==> config.mk <==
export PLATFORM = sky130hd
export DESIGN_NAME = bvr_bank
export DESIGN_NICKNAME = d
export VERILOG_FILES = /design/src/hw/bvr_pkg.sv /design/src/hw/bvr_bank.sv /design/src/hw/bvr_blank_timer.sv
export SDC_FILE = /design/constraint.sdc
export NUM_CORES = 1
export LEC_CHECK = 0
export BUFFER_PORTS_ARGS = -buffer_cell sky130_fd_sc_hd__buf_2
export CAP_MARGIN = 20
export CORE_UTILIZATION = 50
export CTS_BUF_LIST = sky130_fd_sc_hd__clkbuf_8 sky130_fd_sc_hd__clkbuf_16
export CTS_CLUSTER_DIAMETER = 120
export DETAILED_ROUTE_END_ITERATION = 16
export GPL_ROUTABILITY_DRIVEN = 1
export PLACE_DENSITY = 0.81
export SLEW_MARGIN = 25
export SYNTH_ARGS = -nofsm -noshare
export SYNTH_HDL_FRONTEND = slang
export SYNTH_SLANG_ARGS = --single-unit
==> constraint.sdc <==
create_clock -name sys_clk -period 2.7 [get_ports sys_clk]
set_input_delay 0.27 -clock sys_clk [delete_from_list [all_inputs] [get_ports sys_clk]]
set_output_delay 0.27 -clock sys_clk [all_outputs]
set_load 0.05 [all_outputs]
==> src/hw/bvr_pkg.sv <==
// package: register map and timing constants of the buck voltage register bank
package bvr_pkg;
  localparam logic [7:0] BVR_ADDR_BUCK1 = 8'h16;
  localparam logic [7:0] BVR_ADDR_BUCK2 = 8'h17;
  localparam logic [7:0] BVR_ADDR_APPLY = 8'h1A;
  localparam logic [7:0] BVR_RST_BUCK1 = 8'h80;
  localparam logic [7:0] BVR_RST_BUCK2 = 8'h99;
  localparam int BVR_SKIP_BIT = 7;
  localparam int BVR_RSVD_BIT = 6;
  localparam int BVR_CODE_W = 6;
  localparam int BVR_APPLY_BIT = 0;
  localparam int BVR_APPLY_ALT_BIT = 1;
  localparam logic [7:0] BVR_RMASK = 8'hBF;
  localparam int BVR_CLK_HZ = 10000000;
  localparam int BVR_BLANK_MS = 5;
  localparam int BVR_BLANK_CYC = BVR_CLK_HZ / 1000 * BVR_BLANK_MS;
endpackage : bvr_pkg

==> src/hw/bvr_bank.sv <==
// buck voltage register bank: two converter control registers
// Contract
// - buck1 skip enable resets 1; 0 forces PWM
// - buck1 six-bit code resets zero, read-write
// - buck2 register at 0x17, reset 0x99
// - buck1/buck2 writes without unlock are ignored; the apply write needs no unlock
// - buck2 write blanks OV/UV monitoring 5 ms
// - new code applies only after apply bit set
// - buck2 bit 7 skip enable, resets 1
// - buck1 register at 0x16, reset 0x80
// - buck1 write blanks OV/UV monitoring 5 ms
// - buck1 code applies on apply; password protected
`timescale 1ns/10ps
`default_nettype none
module bvr_bank #(
  parameter int BLANK_CYCLES = bvr_pkg::BVR_BLANK_CYC
) (
  input wire logic sys_clk,
  input wire logic rst_n,
  input wire logic reg_wr,
  input wire logic reg_rd,
  input wire logic [7:0] reg_addr,
  input wire logic [7:0] reg_wdata,
  input wire logic unlocked,
  output logic [7:0] reg_rdata,
  output logic buck1_skip_en,
  output logic [bvr_pkg::BVR_CODE_W-1:0] buck1_code_out,
  output logic buck2_skip_en,
  output logic [bvr_pkg::BVR_CODE_W-1:0] buck2_code_out,
  output logic buck1_mon_blank,
  output logic buck2_mon_blank
);
  import bvr_pkg::*;

  initial begin
    if (BLANK_CYCLES < 1) $error("bvr_bank: BLANK_CYCLES must be >= 1");
  end

  logic [7:0] buck1_ff;
  logic [7:0] buck2_ff;
  logic [7:0] rdata_ff;
  logic [BVR_CODE_W-1:0] code1_ff;
  logic [BVR_CODE_W-1:0] code2_ff;
  logic skip1_ff;
  logic skip2_ff;
  logic blank1_ff;
  logic blank2_ff;
  logic wr1;
  logic wr2;
  logic apply;
  logic blank1;
  logic blank2;

  // a locked write never reaches storage nor starts blanking
  assign wr1 = reg_wr && unlocked && reg_addr == BVR_ADDR_BUCK1;
  assign wr2 = reg_wr && unlocked && reg_addr == BVR_ADDR_BUCK2;
  assign apply = reg_wr && reg_addr == BVR_ADDR_APPLY
    && (reg_wdata[BVR_APPLY_BIT] || reg_wdata[BVR_APPLY_ALT_BIT]);

  // reserved bit masked out on every write store; the buck1 reset load is not masked
  always_ff @(posedge sys_clk) begin
    if (!rst_n) begin
      buck1_ff <= BVR_RST_BUCK1;
    end else if (wr1) begin
      buck1_ff <= reg_wdata & BVR_RMASK;
    end
  end

  always_ff @(posedge sys_clk) begin
    if (!rst_n) begin
      buck2_ff <= BVR_RST_BUCK2 & BVR_RMASK;
    end else if (wr2) begin
      buck2_ff <= reg_wdata & BVR_RMASK;
    end
  end

  // skip-enable follows the stored bit one cycle later; only the voltage code waits for apply
  always_ff @(posedge sys_clk) begin
    if (!rst_n) begin
      skip1_ff <= BVR_RST_BUCK1[BVR_SKIP_BIT];
      skip2_ff <= BVR_RST_BUCK2[BVR_SKIP_BIT];
    end else begin
      skip1_ff <= buck1_ff[BVR_SKIP_BIT];
      skip2_ff <= buck2_ff[BVR_SKIP_BIT];
    end
  end

  // applied codes: an apply in the same cycle as a write uses the old value
  always_ff @(posedge sys_clk) begin
    if (!rst_n) begin
      code1_ff <= BVR_RST_BUCK1[BVR_CODE_W-1:0];
      code2_ff <= BVR_RST_BUCK2[BVR_CODE_W-1:0];
    end else if (apply) begin
      code1_ff <= buck1_ff[BVR_CODE_W-1:0];
      code2_ff <= buck2_ff[BVR_CODE_W-1:0];
    end
  end

  bvr_blank_timer #(.CYCLES(BLANK_CYCLES)) u_blank1 (
    .sys_clk(sys_clk),
    .rst_n(rst_n),
    .start(wr1),
    .active(blank1)
  );

  bvr_blank_timer #(.CYCLES(BLANK_CYCLES)) u_blank2 (
    .sys_clk(sys_clk),
    .rst_n(rst_n),
    .start(wr2),
    .active(blank2)
  );

  always_ff @(posedge sys_clk) begin
    if (!rst_n) begin
      blank1_ff <= 1'b0;
      blank2_ff <= 1'b0;
    end else begin
      blank1_ff <= blank1 || wr1;
      blank2_ff <= blank2 || wr2;
    end
  end

  // unmapped addresses read zero
  always_ff @(posedge sys_clk) begin
    if (!rst_n) begin
      rdata_ff <= 8'h00;
    end else if (reg_rd) begin
      unique case (reg_addr)
        BVR_ADDR_BUCK1: rdata_ff <= buck1_ff & BVR_RMASK;
        BVR_ADDR_BUCK2: rdata_ff <= buck2_ff & BVR_RMASK;
        default: rdata_ff <= 8'h00;
      endcase
    end
  end

  assign reg_rdata = rdata_ff;
  assign buck1_skip_en = skip1_ff;
  assign buck2_skip_en = skip2_ff;
  assign buck1_code_out = code1_ff;
  assign buck2_code_out = code2_ff;
  assign buck1_mon_blank = blank1_ff;
  assign buck2_mon_blank = blank2_ff;
endmodule // bvr_bank
`default_nettype wire

==> src/hw/bvr_blank_timer.sv <==
// one-shot blanking timer: restarts on each trigger, high while counting
`timescale 1ns/10ps
`default_nettype none
module bvr_blank_timer #(
  parameter int CYCLES = 50000
) (
  input wire logic sys_clk,
  input wire logic rst_n,
  input wire logic start,
  output logic active
);
  localparam int W = $clog2(CYCLES + 1);
  logic [W-1:0] cnt_ff;

  initial begin
    if (CYCLES < 1) $error("bvr_blank_timer: CYCLES must be at least 1");
  end

  always_ff @(posedge sys_clk) begin
    if (!rst_n) begin
      cnt_ff <= '0;
    end else if (start) begin
      cnt_ff <= W'(CYCLES);
    end else if (cnt_ff != '0) begin
      cnt_ff <= cnt_ff - W'(1);
    end
  end

  assign active = (cnt_ff != '0);
endmodule // bvr_blank_timer
`default_nettype wire

==> key figures <==
Power
  • Seq pwr share: 0.346
  • Clock share of power: 0.205
  • Comb power frac: 0.449
  • Max VDD drop: just under 0.001 V
  • Internal Power: ~2500 uW
  • Net Sw Frac: 0.399
  • PD cells: around 1100 mW/mm^2
  • Switching Power: around 1700 uW
  • Static leakage: 0.00147 uW

Run status
  • Status: finished, final reports clean

Synthesis
  • Unique masters post-synth: a little under 60
  • Post-synth EDFFs: 0
  • Synth Register Bits: ~70
  • Warnings from Yosys: 0
  • Post-synthesis area per instance: 8.89 sq um
  • Netlist Area Pre-Place: between 0.003 and 0.004 sq mm
  • Top cells by area, synth: dfxtp_1 43%, mux2i_1 6.8%, nand2_1 4.7%, a21oi_1 4.2%, nor2_1 3.8%
  • Post-synth top area share: 0.429
  • Cell accounting for the most synthesized area: dfxtp_1
  • Async SR Flop Fraction: 0
  • Gate Count Post-Synth: about 360
  • Ys flop type: dfxtp_1
  • Post-Syn Nets: 385
  • Seq/Total Area, Yosys: 0.429

Die
  • Initial Util: 0.531
  • Die height: 82.2 um
  • Area of the die: 0.00676 sq mm
  • Top-level port count: 45
  • Row count: 28
  • Core box area: between 0.006 and 0.007 sq mm
  • Chip width: about 82 um

Critical path
  • Critical R2R Capture: u_blank2.cnt_ff[7]
  • Type of origin of the critical path: register
  • Worst setup endpoint: u_blank2.cnt_ff[7]
  • FF-to-FF path depth: 6
  • Reg2reg start: u_blank2.cnt_ff[0]
  • CP Launch Point: u_blank2.cnt_ff[0]
  • CP Data Required Time: 2930 ps
  • Crit-path max FO: 5
  • Critical path class: reg -> reg
  • Critical path capture point type: register
  • CP arrival: ~2400 ps
  • R2R setup slack: roughly 520 ps

STA
  • Worst slew pin tran: about 690 ps
  • Post-Route Setup TNS: 0 ps
  • PnR worst setup slack: just over 500 ps
  • Clock skew: just over 6 ps
  • RSZ-0062 raised after global routing: no
  • Final hold vios: 0
  • # setup viols final: 0
  • Worst slew margin: 0.538
  • Tmin final: ~2200 ps
  • Fmax achieved: around 460 MHz
  • Final worst path period share: 0.808
  • Final max-slew violation count: 0

Clocking
  • Clock buffer depth: 2
  • Post_cts resized: 0
  • Clk_lat worst skew: roughly 340 ps
  • Clock slew at reported path FFs: about 70 ps
  • Hold-fix buffers, CTS: 0
  • Clock tree from TritonCTS: built
  • CTS sink cnt: just under 70
  • Postcts setup bufs: 0
  • H-tree levels: 3
  • Root Driver: clkbuf_8
  • TritonCTS Buffers: 9

Routing
  • First-pass DRT Iterations: 4
  • Routed vias/inst: about 5.9
  • DRC violations left: 0
  • Antenna Nets Post-Route: 0
  • Routed len/inst: 15.3 um
  • Via count: 2,861
  • 1st-iter DRT viols: approximately 180
  • Routed WL: 7430 um

Min path
  • Hold WC Path Type: in -> reg

Placement
  • I/O Buffers: 42
  • Routability cong.: 0.829
  • Place WS: 526 ps
  • Detailed Place HPWL: 5170 um

Global route
  • GRT Overall Usage: 0.231
  • Initial antenna violation count: 0
  • Largest net degree at the start of global routing: 37
  • First-pass GRT wire length: roughly 12,000 um
  • Number of global-route vias before repair: roughly 2,600
  • Aggregate global routing overflow: 0

Cells and area
  • Nets: approximately 430
  • Share of cells above drive strength 1: 0.200
  • Area Overhead vs Synth: 14.6%
  • Final Util: 0.609
  • Number of antenna diodes: 0

Run
  • Maxcap violations: 0
cells in the mapped netlist, types with 2 or more instances:
| cell | instances |
|---|---|
| nand2b_1 | 7 |
| a31oi_1 | 5 |
| or2_2 | 4 |
| dfxtp_1 | 69 |
| a21o_1 | 3 |
| or4_4 | 4 |
| nor4_1 | 10 |
| a2bb2oi_1 | 7 |
| a211oi_1 | 4 |
| o21ai_0 | 3 |
| or4_1 | 6 |
| ha_1 | 2 |
| nor3_1 | 11 |
| clkbuf_8 | 2 |
| nor4_4 | 2 |
| nand3_1 | 14 |
| buf_4 | 2 |
| mux2i_1 | 22 |
| o311a_1 | 2 |
| and4_1 | 2 |
| inv_1 | 9 |
| nand4b_1 | 2 |
| clkbuf_1 | 8 |
| a2111oi_0 | 2 |
| and3b_1 | 2 |
| o31ai_1 | 7 |
| nor2_1 | 33 |
| nand4_1 | 4 |
| nand2_1 | 40 |
| nand3b_1 | 5 |
| nor4bb_1 | 2 |
| xnor2_1 | 4 |
| a21oi_1 | 27 |
| o21a_1 | 2 |
| or3_1 | 10 |
placed cells by master, fill, tap and decap left out, types with 6 or more instances in the layout:
cell,instances
a2bb2oi_1,7
buf_4,7
mux2i_1,22
nand2b_1,7
nand3_1,14
buf_2,42
dfxtp_1,69
nor3_1,11
o31ai_1,7
inv_1,10
nand2_1,40
a21oi_1,27
clkbuf_8,12
nor2_1,33
or4_1,6
nor4_1,10
or3_1,10
through the flow:
| stage | instance area [sq um] | power (uW) | std cells | hold WS [ps] |
|---|---|---|---|---|
| 2_1_floorplan | 3220 | 2940 | 362 | 394 |
| 3_3_place_gp | 3480 | 3250 | 470 | 451 |
| 6_report | 3690 | 4230 | 486 | 161 |
| 3_5_place_dp | 3480 | 3350 | 470 | 464 |
| 5_1_grt | 3690 | 4530 | 486 | 160 |
| 4_1_cts | 3690 | 4230 | 486 | 148 |
per-layer routing:
metal / vias to the layer above / track usage / wire length (um)
met4: 0 / 0.0947 / 112
met1: 1361 / 0.284 / 3410
met3: 14 / 0.0527 / 319
li1: 1410 / - / -
met5: - / 0 / 0
met2: 76 / 0.386 / 3580
power by group through the flow:
stage          Sequential (uW)  Clock [uW]  Combinational (uW)
2_1_floorplan             1450           0                1490
3_3_place_gp              1460           0                1790
3_5_place_dp              1480           0                1870
4_1_cts                   1460         885                1890
5_1_grt                   1500         925                2100
6_report                  1470         868                1900
final cells by class:
type / count / area [sq um]
fill: 526 / 2370
multi-input combinational: 267 / 1700
sequential: 69 / 1380
timing repair buffer: 49 / 263
clock buffer: 12 / 165
tap: 75 / 93.8
clock inverter: 4 / 46.3
inverter: 10 / 37.5
flip-flops by register name, indices dropped and copies added (netlist names):
name             cells
buck2_ff             7
buck2_skip_en        1
buck2_mon_blank      1
buck1_skip_en        1
buck1_mon_blank      1
buck1_ff             7
reg_rdata            7
u_blank2.cnt_ff     16
u_blank1.cnt_ff     16
buck1_code_out       6
buck2_code_out       6
worst min-delay path by stage:
stage / startpoint / end / slack [ps] / depth (start not counted)
6_report: reg_wdata[3] / buck2_ff[3] / 160 / 3
5_1_grt: reg_wdata[4] / buck2_ff[4] / 160 / 3
4_1_cts: reg_wdata[3] / buck2_ff[3] / 150 / 3
3_5_place_dp: buck2_ff[7] / buck2_skip_en / 460 / 1
3_3_place_gp: buck2_code_out[3] / buck2_code_out[3] / 450 / 2
2_1_floorplan: reg_wdata[7] / buck2_ff[7] / 390 / 2
critical path: stages, from the launching register on:
cell and delay [ps]:
dfxtp_1 320, inv_1 90, ha_1 180, or3b_2 540
or4_4 490, nand4_1 130, mux2_2 330
cells by family (layout without fill, tap and decap cells):
kind of cell,Yosys count,after routing,synth area share
fa+ha+maj,2,2,0.00777
mux,23,23,0.0719
buf+inv,26,75,0.0420
compound gates,68,68,0.142
flops,69,69,0.429
simple gates,169,169,0.295
other cells,1,1,0.00116
xor+xnor,4,4,0.0109
Power figures use the tool's default switching activity.
